File: config.mk
export PLATFORM = sky130hd
export DESIGN_NAME = asu_uart
export DESIGN_NICKNAME = d
export VERILOG_FILES = /design/src/core/asu_pkg.sv /design/src/core/asu_uart.sv
export SDC_FILE = /design/constraint.sdc
export NUM_CORES = 1
export LEC_CHECK = 0
export BUFFER_PORTS_ARGS = -buffer_cell sky130_fd_sc_hd__buf_2
export CAP_MARGIN = 20
export CORE_ASPECT_RATIO = 0.7
export CORE_MARGIN = 8
export CORE_UTILIZATION = 39
export DETAILED_ROUTE_END_ITERATION = 10
export SETUP_SLACK_MARGIN = 0.05
export SYNTH_ARGS = -nofsm -noshare
export SYNTH_HDL_FRONTEND = slang
export SYNTH_SLANG_ARGS = --single-unit
export TNS_END_PERCENT = 20
File: constraint.sdc
create_clock -name clk -period 5.7 [get_ports clk]
set_input_delay 0.285 -clock clk [delete_from_list [all_inputs] [get_ports clk]]
set_output_delay 0.285 -clock clk [all_outputs]
set_load 0.02 [all_outputs]
File: src/core/asu_pkg.sv
/*
 Package for the asynchronous serial channel: register offsets, field positions,
 reset values, modes and timing constants. Assumes a 32-bit classic Wishbone bus.
*/
package asu_pkg;
    localparam logic [5:0] ADDR_TX_BUFFER = 6'h00;
    localparam logic [5:0] ADDR_RX_BUFFER = 6'h04;
    localparam logic [5:0] ADDR_BAUD_DIVIDER = 6'h08;
    localparam logic [5:0] ADDR_SERIAL_MODE = 6'h0C;
    localparam logic [5:0] ADDR_SERIAL_CONTROL_0 = 6'h10;
    localparam logic [5:0] ADDR_SERIAL_CONTROL_1 = 6'h14;
    localparam logic [5:0] ADDR_SPECIAL_MODE_1 = 6'h18;
    localparam logic [5:0] ADDR_SPECIAL_MODE_2 = 6'h1C;
    localparam logic [5:0] ADDR_SPECIAL_MODE_3 = 6'h20;
    localparam logic [5:0] ADDR_SPECIAL_MODE_4 = 6'h24;
    localparam logic [5:0] ADDR_SHARED_CONTROL = 6'h28;

    localparam logic [2:0] LEN_7 = 3'h4;
    localparam logic [2:0] LEN_8 = 3'h5;
    localparam logic [2:0] LEN_9 = 3'h6;

    // Serial mode fields
    localparam int MODE_CLKDIR = 3;
    localparam int MODE_STOP = 4;
    localparam int MODE_PODD = 5;
    localparam int MODE_PON = 6;
    localparam int MODE_POL = 7;
    // Control 0 fields
    localparam int C0_HSDIR = 2;
    localparam int C0_SHEMPTY = 3;
    localparam int C0_HSDIS = 4;
    localparam int C0_OD = 5;
    localparam int C0_ORDER = 7;
    // Control 1 fields
    localparam int C1_TE = 0;
    localparam int C1_TBE = 1;
    localparam int C1_RE = 2;
    localparam int C1_RC = 3;
    localparam int C1_IRQSRC = 4;
    localparam int C1_LOGINV = 6;
    // Shared control fields
    localparam int SH_IRQSRC = 0;
    localparam int SH_REROUTE = 6;
    // Rx buffer error flags
    localparam int RB_OVR = 12;
    localparam int RB_FRM = 13;
    localparam int RB_PAR = 14;
    localparam int RB_SUM = 15;

    localparam logic [7:0] RST_MODE = 8'h00;
    localparam logic [7:0] RST_C0 = 8'h10;
    localparam logic [7:0] RST_BAUD = 8'h00;
    localparam logic [3:0] OVERSAMPLE = 4'hF;
    localparam logic [3:0] MID_SAMPLE = 4'h7;

    typedef enum logic [2:0] {ASU_IDLE, ASU_START, ASU_DATA, ASU_PAR, ASU_STOP} asu_state_e;

    typedef struct packed {
        logic cyc;
        logic stb;
        logic we;
        logic [5:0] adr;
        logic [3:0] sel;
        logic [31:0] dat;
    } asu_wb_req_s;
endpackage

File: src/core/asu_uart.sv
/*
 Asynchronous serial channel core with classic Wishbone register slave.
 Assumes pins pass through two flip-flops here; the pad logic resolves
 the open-drain serial output and the two-way handshake pin from the enables.
*/
// The Wishbone interface to the registers and the address map were left to the implementer.
`timescale 1ns/1ps
`default_nettype none
module asu_uart
    import asu_pkg::*;
#(
    parameter int CHANNEL = 2
) (
    input wire logic clk,
    input wire logic rst_b,
    input wire logic [31:0] wb_dat_i,
    input wire logic [5:0] wb_adr_i,
    input wire logic wb_we_i,
    input wire logic [3:0] wb_sel_i,
    input wire logic wb_cyc_i,
    input wire logic wb_stb_i,
    output logic [31:0] wb_dat_o,
    output logic wb_ack_o,
    input wire logic serial_in_pin,
    output logic serial_out_pin,
    output logic serial_out_oe,
    input wire logic transfer_clock_pin,
    input wire logic handshake_pin_i,
    output logic handshake_pin_o,
    output logic handshake_pin_oe,
    input wire logic peer_handshake_pin,
    output logic tx_irq,
    output logic rx_irq
);
    logic [1:0] rst_sync;
    logic rst_n;
    always_ff @(posedge clk or negedge rst_b) begin
        if (!rst_b) rst_sync <= 2'h0;
        else rst_sync <= {rst_sync[0], 1'b1};
    end
    assign rst_n = rst_sync[1];

    // Pin synchronisers; stage one is read by stage two only
    logic [3:0] pin_s1, pin_s2;
    always_ff @(posedge clk or negedge rst_n) begin
        if (!rst_n) begin
            pin_s1 <= 4'hF;
            pin_s2 <= 4'hF;
        end else begin
            pin_s1 <= {serial_in_pin, transfer_clock_pin, handshake_pin_i, peer_handshake_pin};
            pin_s2 <= pin_s1;
        end
    end

    asu_wb_req_s req;
    assign req = '{cyc: wb_cyc_i, stb: wb_stb_i, we: wb_we_i, adr: wb_adr_i, sel: wb_sel_i, dat: wb_dat_i};

    logic [7:0] serial_mode, serial_control_0, baud_divider, shared_serial_control;
    logic [7:0] special_mode_1, special_mode_2, special_mode_3, special_mode_4;
    logic tx_enable_bit, rx_enable_bit, ch2_tx_irq_source, data_logic_invert;
    logic [8:0] tx_buffer, rx_data;
    logic tx_buffer_empty_flag, shifter_empty_flag, rx_complete_flag;
    logic ovr, frm, par;
    logic wr, rd_rx, load_tx, rx_done, tx_done, rx_ovr_now, rx_frm_now, rx_par_now;
    logic [8:0] rx_word;

    assign wr = req.cyc && req.stb && req.we && !wb_ack_o && req.sel[0];
    assign rd_rx = req.cyc && req.stb && !req.we && !wb_ack_o && req.adr == ADDR_RX_BUFFER;

    always_ff @(posedge clk or negedge rst_n) begin
        if (!rst_n) wb_ack_o <= 1'b0;
        else wb_ack_o <= req.cyc && req.stb && !wb_ack_o;
    end

    // Config writes: the whole channel ignores field bits that the mode leaves unused
    always_ff @(posedge clk or negedge rst_n) begin
        if (!rst_n) begin
            serial_mode <= RST_MODE;
            serial_control_0 <= RST_C0;
            baud_divider <= RST_BAUD;
            shared_serial_control <= 8'h00;
            special_mode_1 <= 8'h00;
            special_mode_2 <= 8'h00;
            special_mode_3 <= 8'h00;
            special_mode_4 <= 8'h00;
            tx_enable_bit <= 1'b0;
            rx_enable_bit <= 1'b0;
            ch2_tx_irq_source <= 1'b0;
            data_logic_invert <= 1'b0;
        end else if (wr) begin
            unique case (req.adr)
                ADDR_SERIAL_MODE: serial_mode <= req.dat[7:0];
                ADDR_SERIAL_CONTROL_0: serial_control_0 <= req.dat[7:0];
                ADDR_BAUD_DIVIDER: baud_divider <= req.dat[7:0];
                ADDR_SHARED_CONTROL: shared_serial_control <= req.dat[7:0];
                ADDR_SPECIAL_MODE_1: special_mode_1 <= req.dat[7:0];
                ADDR_SPECIAL_MODE_2: special_mode_2 <= req.dat[7:0];
                ADDR_SPECIAL_MODE_3: special_mode_3 <= req.dat[7:0];
                ADDR_SPECIAL_MODE_4: special_mode_4 <= req.dat[7:0];
                ADDR_SERIAL_CONTROL_1: begin
                    tx_enable_bit <= req.dat[C1_TE];
                    rx_enable_bit <= req.dat[C1_RE];
                    ch2_tx_irq_source <= req.dat[C1_IRQSRC];
                    data_logic_invert <= req.dat[C1_LOGINV];
                end
                default: ;
            endcase
        end
    end

    always_comb begin
        wb_dat_o = 32'h0;
        unique case (req.adr)
            ADDR_RX_BUFFER: wb_dat_o = {16'h0, par | frm | ovr, par, frm, ovr, 3'h0, rx_data};
            ADDR_SERIAL_MODE: wb_dat_o = {24'h0, serial_mode};
            ADDR_SERIAL_CONTROL_0: wb_dat_o = {24'h0, serial_control_0[7:4], shifter_empty_flag,
                                               serial_control_0[2:0]};
            ADDR_SERIAL_CONTROL_1: wb_dat_o = {24'h0, 1'b0, data_logic_invert, 1'b0, ch2_tx_irq_source,
                                               rx_complete_flag, rx_enable_bit, tx_buffer_empty_flag,
                                               tx_enable_bit};
            ADDR_SPECIAL_MODE_1: wb_dat_o = {24'h0, special_mode_1};
            ADDR_SPECIAL_MODE_2: wb_dat_o = {24'h0, special_mode_2};
            ADDR_SPECIAL_MODE_3: wb_dat_o = {24'h0, special_mode_3};
            ADDR_SPECIAL_MODE_4: wb_dat_o = {24'h0, special_mode_4};
            ADDR_SHARED_CONTROL: wb_dat_o = {24'h0, shared_serial_control};
            default: wb_dat_o = 32'h0;
        endcase
    end

    // Mode decode; special-mode registers are stored but do not steer this mode
    logic async_on, is7, is8, is9, lsb_order, pol_inv, log_inv, cts_used, rts_used;
    logic [3:0] nbits;
    assign is7 = serial_mode[2:0] == LEN_7;
    assign is8 = serial_mode[2:0] == LEN_8;
    assign is9 = serial_mode[2:0] == LEN_9;
    assign async_on = is7 | is8 | is9;
    assign nbits = is7 ? 4'h7 : (is8 ? 4'h8 : 4'h9);
    assign lsb_order = !(is8 && serial_control_0[C0_ORDER]);
    assign pol_inv = (CHANNEL == 2) && serial_mode[MODE_POL];
    assign log_inv = (CHANNEL == 2) && data_logic_invert;
    assign cts_used = !serial_control_0[C0_HSDIS] && !serial_control_0[C0_HSDIR];
    assign rts_used = !serial_control_0[C0_HSDIS] && serial_control_0[C0_HSDIR];

    // Count source: f1, f8, f32 or f2 (setting 3) prescale, or external pin edges
    logic [4:0] pre;
    logic ext_d, src_tick;
    always_ff @(posedge clk or negedge rst_n) begin
        if (!rst_n) begin
            pre <= 5'h0;
            ext_d <= 1'b0;
        end else begin
            pre <= pre + 5'h1;
            ext_d <= pin_s2[2];
        end
    end
    always_comb begin
        if (serial_mode[MODE_CLKDIR]) src_tick = pin_s2[2] && !ext_d;
        else begin
            unique case (serial_control_0[1:0])
                2'h0: src_tick = 1'b1;
                2'h1: src_tick = pre[2:0] == 3'h7;
                2'h2: src_tick = pre == 5'h1F;
                default: src_tick = pre[0];
            endcase
        end
    end

    // Baud counter gives one tick per (n+1) source ticks; 16 ticks make a bit
    logic [7:0] brg;
    logic tick;
    always_ff @(posedge clk or negedge rst_n) begin
        if (!rst_n) brg <= 8'h0;
        else if (src_tick) brg <= (brg == 8'h0) ? baud_divider : brg - 8'h1;
    end
    assign tick = src_tick && brg == 8'h0;

    // Transmit buffer
    always_ff @(posedge clk or negedge rst_n) begin
        if (!rst_n) begin
            tx_buffer <= 9'h0;
            tx_buffer_empty_flag <= 1'b1;
        end else if (wr && req.adr == ADDR_TX_BUFFER) begin
            tx_buffer <= {req.sel[1] & req.dat[8], req.dat[7:0]};
            tx_buffer_empty_flag <= 1'b0;
        end else if (load_tx) tx_buffer_empty_flag <= 1'b1;
    end

    // Transmitter
    asu_state_e tx_state;
    logic [8:0] tx_sh;
    logic [3:0] tx_os, tx_cnt;
    logic tx_par, tx_line, cts_ok;
    logic [7:0] tx_rev, rx_rev;
    assign cts_ok = !cts_used || !(((CHANNEL == 0) && shared_serial_control[SH_REROUTE]) ? pin_s2[0] : pin_s2[1]);
    // Mode gating keeps a buffered character from being dropped while the channel is off
    assign load_tx = async_on && tx_state == ASU_IDLE && tx_enable_bit && !tx_buffer_empty_flag && cts_ok;

    always_ff @(posedge clk or negedge rst_n) begin
        if (!rst_n) begin
            tx_state <= ASU_IDLE;
            tx_sh <= 9'h0;
            tx_os <= 4'h0;
            tx_cnt <= 4'h0;
            tx_par <= 1'b0;
            tx_line <= 1'b1;
            tx_done <= 1'b0;
        end else begin
            tx_done <= 1'b0;
            if (!async_on) begin
                tx_state <= ASU_IDLE;
                tx_line <= 1'b1;
            end else if (load_tx) begin
                tx_state <= ASU_START;
                tx_sh <= lsb_order ? tx_buffer : {1'b0, tx_rev};
                tx_par <= serial_mode[MODE_PODD];
                tx_os <= 4'h0;
                tx_cnt <= 4'h0;
                tx_line <= 1'b0;
            end else if (tick && tx_state != ASU_IDLE) begin
                tx_os <= tx_os + 4'h1;
                if (tx_os == OVERSAMPLE) begin
                    unique case (tx_state)
                        ASU_START, ASU_DATA: begin
                            if (tx_state == ASU_DATA && tx_cnt == nbits) begin
                                tx_state <= serial_mode[MODE_PON] ? ASU_PAR : ASU_STOP;
                                tx_line <= serial_mode[MODE_PON] ? tx_par : 1'b1;
                                tx_cnt <= 4'h0;
                            end else begin
                                tx_state <= ASU_DATA;
                                tx_line <= tx_sh[0] ^ log_inv;
                                tx_par <= tx_par ^ tx_sh[0] ^ log_inv;
                                tx_sh <= {1'b0, tx_sh[8:1]};
                                tx_cnt <= tx_cnt + 4'h1;
                            end
                        end
                        ASU_PAR: begin
                            tx_state <= ASU_STOP;
                            tx_line <= 1'b1;
                        end
                        ASU_STOP: begin
                            if (tx_cnt == {3'h0, serial_mode[MODE_STOP]}) begin
                                tx_state <= ASU_IDLE;
                                tx_done <= 1'b1;
                            end
                            tx_cnt <= tx_cnt + 4'h1;
                        end
                        default: tx_state <= ASU_IDLE;
                    endcase
                end
            end
        end
    end
    assign shifter_empty_flag = tx_state == ASU_IDLE;

    // Receiver; the start bit is taken on any tick that sees the line low, with no prior idle line needed
    asu_state_e rx_state;
    logic rx_line;
    logic [3:0] rx_os, rx_cnt;
    logic [8:0] rx_sh;
    logic rx_par;
    // Byte mirror for MSB-first transfer
    for (genvar g = 0; g < 8; g++) begin : g_mirror
        assign tx_rev[g] = tx_buffer[7 - g];
        assign rx_rev[g] = rx_sh[8 - g];
    end
    assign rx_line = pin_s2[3] ^ pol_inv;
    assign rx_word = lsb_order ? (is7 ? {2'h0, rx_sh[8:2]} : (is8 ? {1'b0, rx_sh[8:1]} : rx_sh))
                               : {1'b0, rx_rev};

    always_ff @(posedge clk or negedge rst_n) begin
        if (!rst_n) begin
            rx_state <= ASU_IDLE;
            rx_os <= 4'h0;
            rx_cnt <= 4'h0;
            rx_sh <= 9'h0;
            rx_par <= 1'b0;
            rx_done <= 1'b0;
            rx_par_now <= 1'b0;
            rx_frm_now <= 1'b0;
        end else begin
            rx_done <= 1'b0;
            if (!rx_enable_bit || !async_on) rx_state <= ASU_IDLE;
            else if (rx_state == ASU_IDLE) begin
                if (tick && !rx_line) begin
                    rx_state <= ASU_START;
                    rx_os <= 4'h0;
                end
            end else if (tick) begin
                rx_os <= rx_os + 4'h1;
                if (rx_os == MID_SAMPLE && rx_state == ASU_START) begin
                    // Phase restarts at the start bit centre only, so later bits are sampled mid-bit
                    rx_os <= 4'h0;
                    rx_state <= rx_line ? ASU_IDLE : ASU_DATA; // Glitch rejects
                    rx_cnt <= 4'h0;
                    rx_par <= serial_mode[MODE_PODD];
                end
                if (rx_os == OVERSAMPLE && rx_state != ASU_START) begin
                    unique case (rx_state)
                        ASU_DATA: begin
                            rx_sh <= {rx_line ^ log_inv, rx_sh[8:1]};
                            rx_par <= rx_par ^ rx_line;
                            rx_cnt <= rx_cnt + 4'h1;
                            if (rx_cnt == nbits - 4'h1) rx_state <= serial_mode[MODE_PON] ? ASU_PAR : ASU_STOP;
                        end
                        ASU_PAR: begin
                            rx_par_now <= rx_par ^ rx_line;
                            rx_state <= ASU_STOP;
                        end
                        ASU_STOP: begin
                            rx_frm_now <= !rx_line;
                            rx_state <= ASU_IDLE;
                            rx_done <= 1'b1;
                        end
                        default: rx_state <= ASU_IDLE;
                    endcase
                end
            end
            if (rx_state == ASU_START && rx_os == MID_SAMPLE) rx_par_now <= 1'b0;
        end
    end

    // Receive buffer; a new character wins over a simultaneous read clear
    assign rx_ovr_now = rx_complete_flag && !rd_rx;
    always_ff @(posedge clk or negedge rst_n) begin
        if (!rst_n) begin
            rx_data <= 9'h0;
            rx_complete_flag <= 1'b0;
            ovr <= 1'b0;
            frm <= 1'b0;
            par <= 1'b0;
        end else if (!rx_enable_bit) begin
            rx_complete_flag <= 1'b0;
            ovr <= 1'b0;
            frm <= 1'b0;
            par <= 1'b0;
        end else if (rx_done) begin
            rx_data <= rx_word;
            rx_complete_flag <= 1'b1;
            ovr <= rx_ovr_now;
            frm <= rx_frm_now;
            par <= rx_par_now;
        end else if (rd_rx) rx_complete_flag <= 1'b0;
    end

    // Transmit interrupt source select
    logic irq_src;
    assign irq_src = (CHANNEL == 2) ? ch2_tx_irq_source : shared_serial_control[SH_IRQSRC + (CHANNEL == 1 ? 1 : 0)];
    always_ff @(posedge clk or negedge rst_n) begin
        if (!rst_n) begin
            tx_irq <= 1'b0;
            rx_irq <= 1'b0;
        end else begin
            tx_irq <= irq_src ? tx_done : load_tx;
            rx_irq <= rx_done && rx_enable_bit;
        end
    end

    // Pin drive: receive-only or idle leaves the line at mark
    logic out_level;
    always_ff @(posedge clk or negedge rst_n) begin
        if (!rst_n) begin
            serial_out_pin <= 1'b1;
            serial_out_oe <= 1'b0;
            handshake_pin_o <= 1'b1;
            handshake_pin_oe <= 1'b0;
        end else begin
            serial_out_pin <= out_level;
            serial_out_oe <= async_on && !(serial_control_0[C0_OD] && out_level);
            handshake_pin_o <= rx_complete_flag || !rx_enable_bit;
            handshake_pin_oe <= async_on && rts_used;
        end
    end
    assign out_level = (tx_enable_bit ? tx_line : 1'b1) ^ pol_inv;

    AST_TBE_SET: assert property (@(posedge clk) disable iff (!rst_n)
        load_tx && !(wr && req.adr == ADDR_TX_BUFFER) |=> tx_buffer_empty_flag)
        else $error("buffer empty not set after load");
    AST_NO_TX_OFF: assert property (@(posedge clk) disable iff (!rst_n)
        !tx_enable_bit && shifter_empty_flag |=> shifter_empty_flag) else $error("frame began while transmit disabled");
    AST_SHIFT_BUSY: assert property (@(posedge clk) disable iff (!rst_n)
        load_tx |=> !shifter_empty_flag) else $error("shifter empty during frame");
    AST_RC_SET: assert property (@(posedge clk) disable iff (!rst_n)
        rx_done && rx_enable_bit |=> rx_complete_flag) else $error("complete flag missed");
    AST_RX_OFF: assert property (@(posedge clk) disable iff (!rst_n)
        !rx_enable_bit |=> rx_state == ASU_IDLE) else $error("receiver ran while disabled");
    AST_START_LOW: assert property (@(posedge clk) disable iff (!rst_n)
        load_tx |=> !tx_line) else $error("start bit not low");
    AST_IDLE_HIGH: assert property (@(posedge clk) disable iff (!rst_n)
        !tx_enable_bit && async_on && !pol_inv |=> serial_out_pin) else $error("line not high");
    AST_CTS_HOLD: assert property (@(posedge clk) disable iff (!rst_n)
        cts_used && CHANNEL != 0 && pin_s2[1] |-> !load_tx) else $error("sent without clear");
    COV_TX: cover property (@(posedge clk) disable iff (!rst_n) tx_done);
    COV_RX: cover property (@(posedge clk) disable iff (!rst_n) rx_done);
    COV_OVR: cover property (@(posedge clk) disable iff (!rst_n) rx_done && rx_ovr_now);
endmodule
`default_nettype wire

Word level (Yosys, flattened, before mapping)

Index checks and enable logic that the tools add are counted.

Add/subtract/negate cells: 7
Equality and inequality tests: 43
Multiplexer cells: 91
Bitwise operators: 14
Reduce and logical (&&, ||, !) cells: 82

Operator list:

| operator            | number |
|---|---|
| $pmux 16 s9         | 1 |
| $mux 9              | 9 |
| $mux 4              | 14 |
| $mux 1              | 46 |
| $mux 3              | 14 |
| $logic_and 1x1->1   | 28 |
| $eq 6x5->1 const B  | 4 |
| $reduce_and 2->1    | 12 |
| $reduce_and 5->1    | 4 |
| $eq 3x3->1 const B  | 6 |
| $eq 6x6->1 const B  | 3 |
| $add 4x1->4 const B | 4 |
| $reduce_bool 2->1   | 8 |
| $logic_not 1->1     | 13 |
| $eq 3x2->1 const B  | 4 |
| $eq 6x4->1 const B  | 2 |
| $reduce_and 3->1    | 4 |
| $ne 3x2->1 const B  | 3 |
| $pmux 3 s3          | 1 |
| $reduce_bool 3->1   | 3 |
| $eq 4x4->1          | 2 |
| $eq 4x4->1 const B  | 2 |
| $logic_not 8->1     | 1 |
| $mux 8              | 1 |
| other kinds (30)    | 48 |

Bits in registers: 169
Output and inout bits: 39
Word-level logic and storage cells: 284

Logic depth before layout (Yosys ltp)

Gate-level depths: netlist of run 1.

Word-level depth: 11
Depth in mapped cells: 10
Gate-level depth less buffers: 9

Worst setup path after synthesis of run 1

OpenSTA, ideal clock, no wires.

Kind: reg-to-reg
Start point: reg pre[0]
End point: reg tx_sh[0]
Arrival: 2396 ps
Required time: 5575 ps
Setup slack: 3179 ps
Cell stages (with the launch flop): 9
Buffers on the path: 0
Clock period less this slack: 2521 ps
Cells stage by stage: dfrtp_1 ha_1 and3_1 ha_1 mux2_2 nand3b_1 a2111o_1 o31ai_4 mux2_2

Word-level cells in the longest chain between the ends: 7
Elaborated cells between the ends (all ways): 8
Classes of those cells: 2 x eq/ne; 2 x mux; 4 x reduce/logical

Ends and longest elaborated chain:

| item                                     | RTL line                         | RTL |
|---|---|---|
| from (decl)                              | asu_uart.sv:145                  | `logic [4:0] pre;` |
| from (signal assigned)                   | asu_uart.sv:152                  | `pre <= pre + 5'h1;` |
| $eq 5x5->1 or $eq 3x3->1 (tied branches) | asu_uart.sv:162, asu_uart.sv:161 |  |
| $pmux 1 s3 (*)                           | asu_uart.sv:159                  | `unique case (serial_control_0[1:0])` |
| $mux 1 (*)                               | asu_uart.sv:157                  | `if (serial_mode[MODE_CLKDIR]) src_tick = pin_s2[2] && !ext_d;` |
| $logic_and 1x1->1 (*)                    | asu_uart.sv:175                  | `assign tick = src_tick && brg == 8'h0;` |
| $logic_and 1x1->1 (*)                    | asu_uart.sv:219                  | `end else if (tick && tx_state != ASU_IDLE) begin` |
| $reduce_bool 2->1 (no source line) (*)   | --                               |  |
| $reduce_and 5->1 (no source line) (*)    | --                               |  |
| to (signal assigned)                     | asu_uart.sv:214                  | `tx_sh <= lsb_order ? tx_buffer : {1'b0, tx_rev};` |
| to (signal assigned)                     | asu_uart.sv:232                  | `tx_sh <= {1'b0, tx_sh[8:1]};` |
| to (decl)                                | asu_uart.sv:190                  | `logic [8:0] tx_sh;` |

Every way passes the cells marked *; elsewhere a longest branch is shown, timed or not.
A chain may end at the register's enable or synchronous reset.

Worst setup path in the final report of run 1

Start point: reg pre[0]
End point: reg rx_sh[5]

Word-level cells in the longest chain between the ends: 5
Elaborated cells between the ends (all ways): 6
Classes of those cells: 2 x eq/ne; 2 x mux; 2 x reduce/logical

Ends and longest elaborated chain:

| item                                     | RTL line                         | RTL |
|---|---|---|
| $eq 5x5->1 or $eq 3x3->1 (tied branches) | asu_uart.sv:162, asu_uart.sv:161 |  |
| $pmux 1 s3 (*)                           | asu_uart.sv:159                  |  |
| $mux 1 (*)                               | asu_uart.sv:157                  |  |
| $logic_and 1x1->1 (*)                    | asu_uart.sv:175                  |  |
| $reduce_and 5->1 (no source line) (*)    | --                               |  |
| to (signal assigned)                     | asu_uart.sv:300                  | `rx_sh <= {rx_line ^ log_inv, rx_sh[8:1]};` |
| to (decl)                                | asu_uart.sv:259                  | `logic [8:0] rx_sh;` |

Marks and branches as above.

==> results.md, run 1 <==
* Yosys cell types at just over 70
* Via density at approximately 5.5
* Async SR Flop Fraction at 1.00
* Hpwl dp at between 10000 and 15000 um
* Top post-synthesis cells by count: 155 x dfrtp_1, 95 x mux2_2, 93 x nand2_1
* Compound-Gate Fraction of Synth Area at 0.117
* Syn. warnings at 0
* # port buffers at 44
* Fill count at between 1500 and 2000
* Mapped Area at 8250 um^2
* Mux cell area share after synthesis at 0.170
* Post-route antenna net violation count at 0
* Ys flop type: dfrtp_1
* Slew margin rel. at 0.184
* Wirelength per Cell at 19.2 um
* Final hold violations at 0
* Row count at 44
* Largest net degree at the start of global routing at 63
* Sequential element share of the synthesized area at 0.505
* Xor/xnor share of the synthesized area at 0.00956
* Die Footprint at 26100 um^2
* CTS Root Cell: clkbuf_16
* Total GRT Usage at 0.165
* Share of the synthesized area in the top cell type at 0.470
* Postcts setup bufs at 0
* Synth top area cells: dfrtp_1 47%, mux2_2 13%, nand2_1 4.2%
* CTS tree: done
* CTS H-tree lvls at 4
* Max cap viols at 0
* DP Cell Count at roughly 1000
* Startpoint Class: flop
* Synth Area in Simple Gates at 0.143
* First-pass GRT wire length at 33400 um
* Final #Nets at roughly 850
* CP max FO at 15
* Fmax at 327 MHz
* Final Skew at 11.1 ps
* 1st-pass router iterations at 5
* Power Total at about 2.7 mW
* Hold_ws at between 90 and 100 ps
* Vias at 5910
* Post-synthesis area per instance at ~11 um^2
* Clock transition at path regs at around 70 ps
* Grt total ovfl at 0
* Worst setup EP type: flop
* # setup viols final at 0
* Leakage at between 4 and 5 nW
* DR iter-0 viols at about 440
* Layout cells sized above 1 at 0.256
* Adder-cell area share of the yosys netlist at 0.0137
* Area Growth Syn to Fin at 13.0%
* Routed WL at around 21000 um
* Core Util, Final at 0.449
* Arrival time at the worst endpoint at about 3400 ps
* Slew Viols, Final at 0
* Vias in the first global route at just under 6000
* CTS sink count at 166
* Bufs on Longest Clock Path at 2
* Mapped Cells at between 700 and 800
* Skew-Pair Late Insertion Delay at 430 ps
* Count of flip-flops with a built-in enable after synthesis at 0
* Initial Util at 0.397
* Largest family of logic cells by synthesized area: multiplexers
* WS Path Type: reg2reg
* Yosys reg bits at ~170
* Final Wtd Congestion at ~0.83
* Setup TNS at 0 ps
* N_diodes at 0
* Worst EP required at between 6000 and 7000 ps
* RSZ-0062 raised after global routing: no
* Chip width at between 150 and 200 um
* Cell with the most instances after synthesis: dfrtp_1
* Num CTS Buffers at 17
* Die span in y at ~140 um
* P per Cell Area at about 290 nW/um^2
* HP Class: in2reg
* Synth area leader: dfrtp_1
* Crit path time final at slightly above 3000 ps
* # IOs at 90
* Worst slew pin tran at between 1000 and 1500 ps
* Peak supply drop at between 150 and 200 uV
* Placeable Area at 20800 um^2
* Initial antenna violation count at 0
* Fin crit share at 0.536
* Finished Layout Cells at about 1100
* Drt drc at 0
* Run status: completed
-- path summary, 6_finish.rpt --
kind / start / end / slack, ps / cells after the start
hold / removal: wb_dat_i[8] / tx_buffer[8]$_DFFE_PN0P_ / 90 / 3
setup reg to reg: pre[0]$_DFF_PN0_ / rx_sh[5]$_DFFE_PN0P_ / 2640 / 8
max in group asynchronous: rst_sync[1]$_DFF_PN0_ / rx_data[6]$_DFFE_PN0P_ / 4050 / 1
min in group asynchronous: rst_b / rst_sync[1]$_DFF_PN0_ / 170 / 2
hold reg to reg: rst_sync[1]$_DFF_PN0_ / pre[0]$_DFF_PN0_ / 360 / 0
setup / recovery: pre[0]$_DFF_PN0_ / rx_sh[5]$_DFFE_PN0P_ / 2640 / 8
-- critical path: stages, from the launching register on --
cell	delay [ps]
dfrtp_1	420
ha_1	230
and3_1	180
ha_1	180
mux2_2	250
nand3b_1	280
nand2_1	410
nand4_1	580
mux2_2	400
-- stage by stage --
stage               instance area [um^2]  setup slack (ps)
finish                              9320              2640
global route                        9320              2430
CTS                                 9320              2650
detailed placement                  8660              2670
global placement                    8660              2700
floorplan                           8310               751
-- layer usage --
layer / vias up / global-route usage / share of wire / routed length, um
met5: - / 0 / 0 / 0
met2: 166 / 0.233 / 0.42 / 8760
met1: 2971 / 0.249 / 0.51 / 10600
met3: 13 / 0.0400 / 0.059 / 1220
li1: 2760 / - / - / -
met4: 0 / 0.0407 / 0.0084 / 174
-- flip-flops by register name (all words and copies together), names as in the netlist, 7 cells and up --
name,count
baud_divider,8
brg,8
rx_data,9
rx_sh,9
serial_control_0,7
serial_mode,8
shared_serial_control,8
special_mode_1,8
special_mode_2,8
special_mode_3,8
special_mode_4,8
tx_buffer,9
tx_sh,9
-- layout make-up --
type / count / area [um^2] / area share
clock buffers: 20 / 447 / 0.0479
clock inverters: 12 / 175 / 0.0188
inverters: 18 / 67.6 / 0.00725
multi-input cells: 537 / 3810 / 0.409
flip-flops and latches: 166 / 4170 / 0.448
well taps: 276 / 345 / 0.0371
repair buffers: 53 / 298 / 0.0320
-- power by group --
group | switching, mW | leakage, nW | internal [mW]
Combinational | 0.132 | 1.71 | 0.0766
Clock | 0.486 | 0.309 | 0.747
Sequential | 0.0555 | 2.22 | 1.23
-- placed cells by master, fill, tap and decap left out, types with 3 or more instances in the layout --
cell type / Yosys / routed
dfrtp_1: 155 / 154
mux2_2: 95 / 95
nand2_1: 93 / 93
o21ai_0: 46 / 46
nor2_1: 45 / 45
buf_2: 3 / 44
a21oi_1: 30 / 30
mux2i_1: 20 / 20
conb_1: 2 / 20
inv_1: 18 / 18
clkbuf_16: 0 / 17
nand3_1: 14 / 14
dfstp_2: 11 / 11
nand2b_1: 10 / 10
a31oi_1: 10 / 10
and2_1: 9 / 9
and3_1: 9 / 9
ha_1: 9 / 9
nor3_1: 8 / 8
nor2b_1: 7 / 7
a222oi_1: 7 / 7
o31ai_1: 7 / 7
mux4_2: 6 / 6
or3_1: 6 / 6
or4_1: 6 / 6
a211oi_1: 6 / 6
nor4_1: 5 / 5
xnor2_1: 5 / 5
buf_4: 19 / 5
a22o_1: 4 / 4
nand3b_1: 4 / 4
xor2_1: 4 / 4
clkinv_2: 0 / 4
bufinv_16: 0 / 4
dlygate4sd3_1: 0 / 4
nand4_1: 3 / 3
o211ai_1: 3 / 3
-- repair_timing --
action                                  CTS  global route
endpoints found under the setup margin    0             0
resized for setup                         0             0
hold buffers                              4             0
hold endpoints to repair                  5             0
-- kinds of logic (layout without fill, tap and decap cells) --
logic type,after synthesis,in the layout
xor gates and xnor gates,9,9
AOI/OAI and AO/OA,143,143
buffers and inverters,68,103
and+or+nand+nor,235,235
DFF,166,166
adders and majority gates,9,9
muxes,121,121
other,2,20
Note: power is estimated with default switching activity, not from simulation.
==> run 2, diff against run 1 <==
clock period = 3.1 ns   (was 5.7 ns; I/O delays follow)
==> results.md, run 2 (same netlist as run 1, synthesis figures left out) <==
* Worst path buffer plus inverter count at 4
* Layout cells sized above 1 at 0.272
* Startpoint Class: input pin
* Post-route antenna net violation count at 0
* CP startpoint: wb_cyc_i
* Commonest non-fill, non-tap cell in the layout: dfrtp_1
* CP max FO at 11
* Initial antenna violation count at 0
* Cells along the critical path: dlygate4sd3_1 -> buf_2 -> nand2_1 -> dlygate4sd3_1 -> nor2_1 -> and3_1 -> and3_1 -> nand3_1 -> dlygate4sd3_1 -> o21ai_0
* FF-to-FF Start: pre[0]$_DFF_PN0_
* Most frequent cells in the layout: 154 x dfrtp_1, 95 x mux2_2, 93 x nand2_1
* CTS tree: done
* Bufs on Longest Clock Path at 2
* Largest net degree at the start of global routing at 51
* Most frequent cell on the critical path: dlygate4sd3_1
* Max cap viols at 0
* Final #Nets at 875
* Final Cell Area at between 9000 and 10000 um^2
* CTS H-tree lvls at 4
* Via density at 5.42
* Setup TNS at 0 ps
* HP Class: in2async
* Total GRT Usage at 0.166
* CTS sink count at 166
* 1st-pass router iterations at 5
* Worst path top cell family by delay: buffers and inverters
* Crit path time final at 2810 ps
* Power Total at between 5 and 6 mW
* Hpwl dp at around 15000 um
* # setup viols final at 0
* Fmax at about 360 MHz
* Arrival time at the worst endpoint at around 3200 ps
* Worst setup EP type: flop
* Vias in the first global route at roughly 6000
* Fin crit share at 0.906
* Worst EP required at about 3500 ps
* RSZ-0062 raised after global routing: no
* Routed WL at approximately 21000 um
* First-pass GRT wire length at 33600 um
* # IOs at 90
* Chip width at between 150 and 200 um
* Leakage at approximately 4.4 nW
* Row count at 44
* Wirelength per Cell at 18.7 um
* Peak supply drop at about 410 uV
* Drt drc at 0
* DP Area at between 8000 and 9000 um^2
* Final Skew at between 9 and 10 ps
* DR iter-0 viols at 562
* CTS Root Cell: clkbuf_16
* Area Growth Syn to Fin at 16.1%
* Slew margin rel. at 0.444
* Vias at roughly 6000
* Slowest CP cell: dlygate4sd3_1
* Die Footprint at approximately 26000 um^2
* Clock transition at path regs at 60 ps
* # port buffers at between 40 and 50
* Final Wtd Congestion at about 0.84
* Worst slew pin tran at between 800 and 900 ps
* Placeable Area at 20800 um^2
* Crit-path max cell delay at roughly 570 ps
* WS Path Type: in2reg
* P per Cell Area at between 500 and 600 nW/um^2
* Initial Util at 0.397
* Skew-Pair Late Insertion Delay at about 430 ps
* Run status: completed
* Die span in y at 138 um
* Final hold violations at 0
* Num CTS Buffers at 17
* Fill count at around 1900
* Grt total ovfl at 0
* Slew Viols, Final at 0
run 2: changes by cell type in the layout (fill, tap and decap cells not counted), sizes merged:
cell / before / now
buf: 49 / 67
clkinv: 6 / 1
dlygate4sd3: 4 / 8
inv: 20 / 23
diode: 0 / 2
bufinv: 4 / 5
clkinvlp: 0 / 1
run 2: routing by layer:
metal	vias to the layer above	wire [um]	track usage
met5	-	0	0
met4	0	193	0.0424
met3	16	1210	0.0392
met2	152	8610	0.233
met1	2999	10700	0.252
li1	2824	-	-
run 2: area by class of cell:
| type | instances | area (um^2) | area share |
|---|---|---|---|
| clock inverters | 12 | 213 | 0.0222 |
| inverters | 18 | 67.6 | 0.00706 |
| diodes | 2 | 5.00 | 0.000523 |
| repair buffers | 75 | 498 | 0.0520 |
| flip-flops and latches | 166 | 4170 | 0.436 |
| clock buffers | 20 | 457 | 0.0477 |
| well taps | 276 | 345 | 0.0361 |
| multi-input cells | 537 | 3810 | 0.399 |
run 2: path summary, 6_finish.rpt:
kind	endpoint	slack, ps	cells after the start
worst min register to register	pin_s2[2]$_DFF_PN1_	350	0
min in group clk	serial_mode[6]$_DFFE_PN0P_	80	3
worst min-delay path	rst_sync[1]$_DFF_PN0_	30	2
worst max-delay path	tx_buffer[8]$_DFFE_PN0P_	290	10
worst max register to register	tx_sh[3]$_DFFE_PN0P_	370	8
max in group asynchronous	pin_s1[1]$_DFF_PN1_	1910	1
run 2: through the flow:
step	util	worst slack [ps]	hold WS [ps]	cells
after detailed placement	0.425	405	-59.1	1064
after CTS	0.461	369	21.4	1104
after global routing	0.461	80.3	33.6	1104
final	0.461	291	32.5	1106
after global placement	0.425	394	-59.1	1064
after floorplan	-	365	-141	771
run 2: report_power, final:
group / leakage (nW) / internal (mW) / switching [mW]
clock network: 0.324 / 1.49 / 0.919
logic: 1.82 / 0.153 / 0.246
registers: 2.22 / 2.26 / 0.0993
total: 4.37 / 3.90 / 1.26
run 2: what timing repair did:
item / in CTS / in global routing
resized for setup: 0 / 0
hold endpoints to repair: 7 / 0
hold buffers: 8 / 0
buffers inserted: 0 / 0
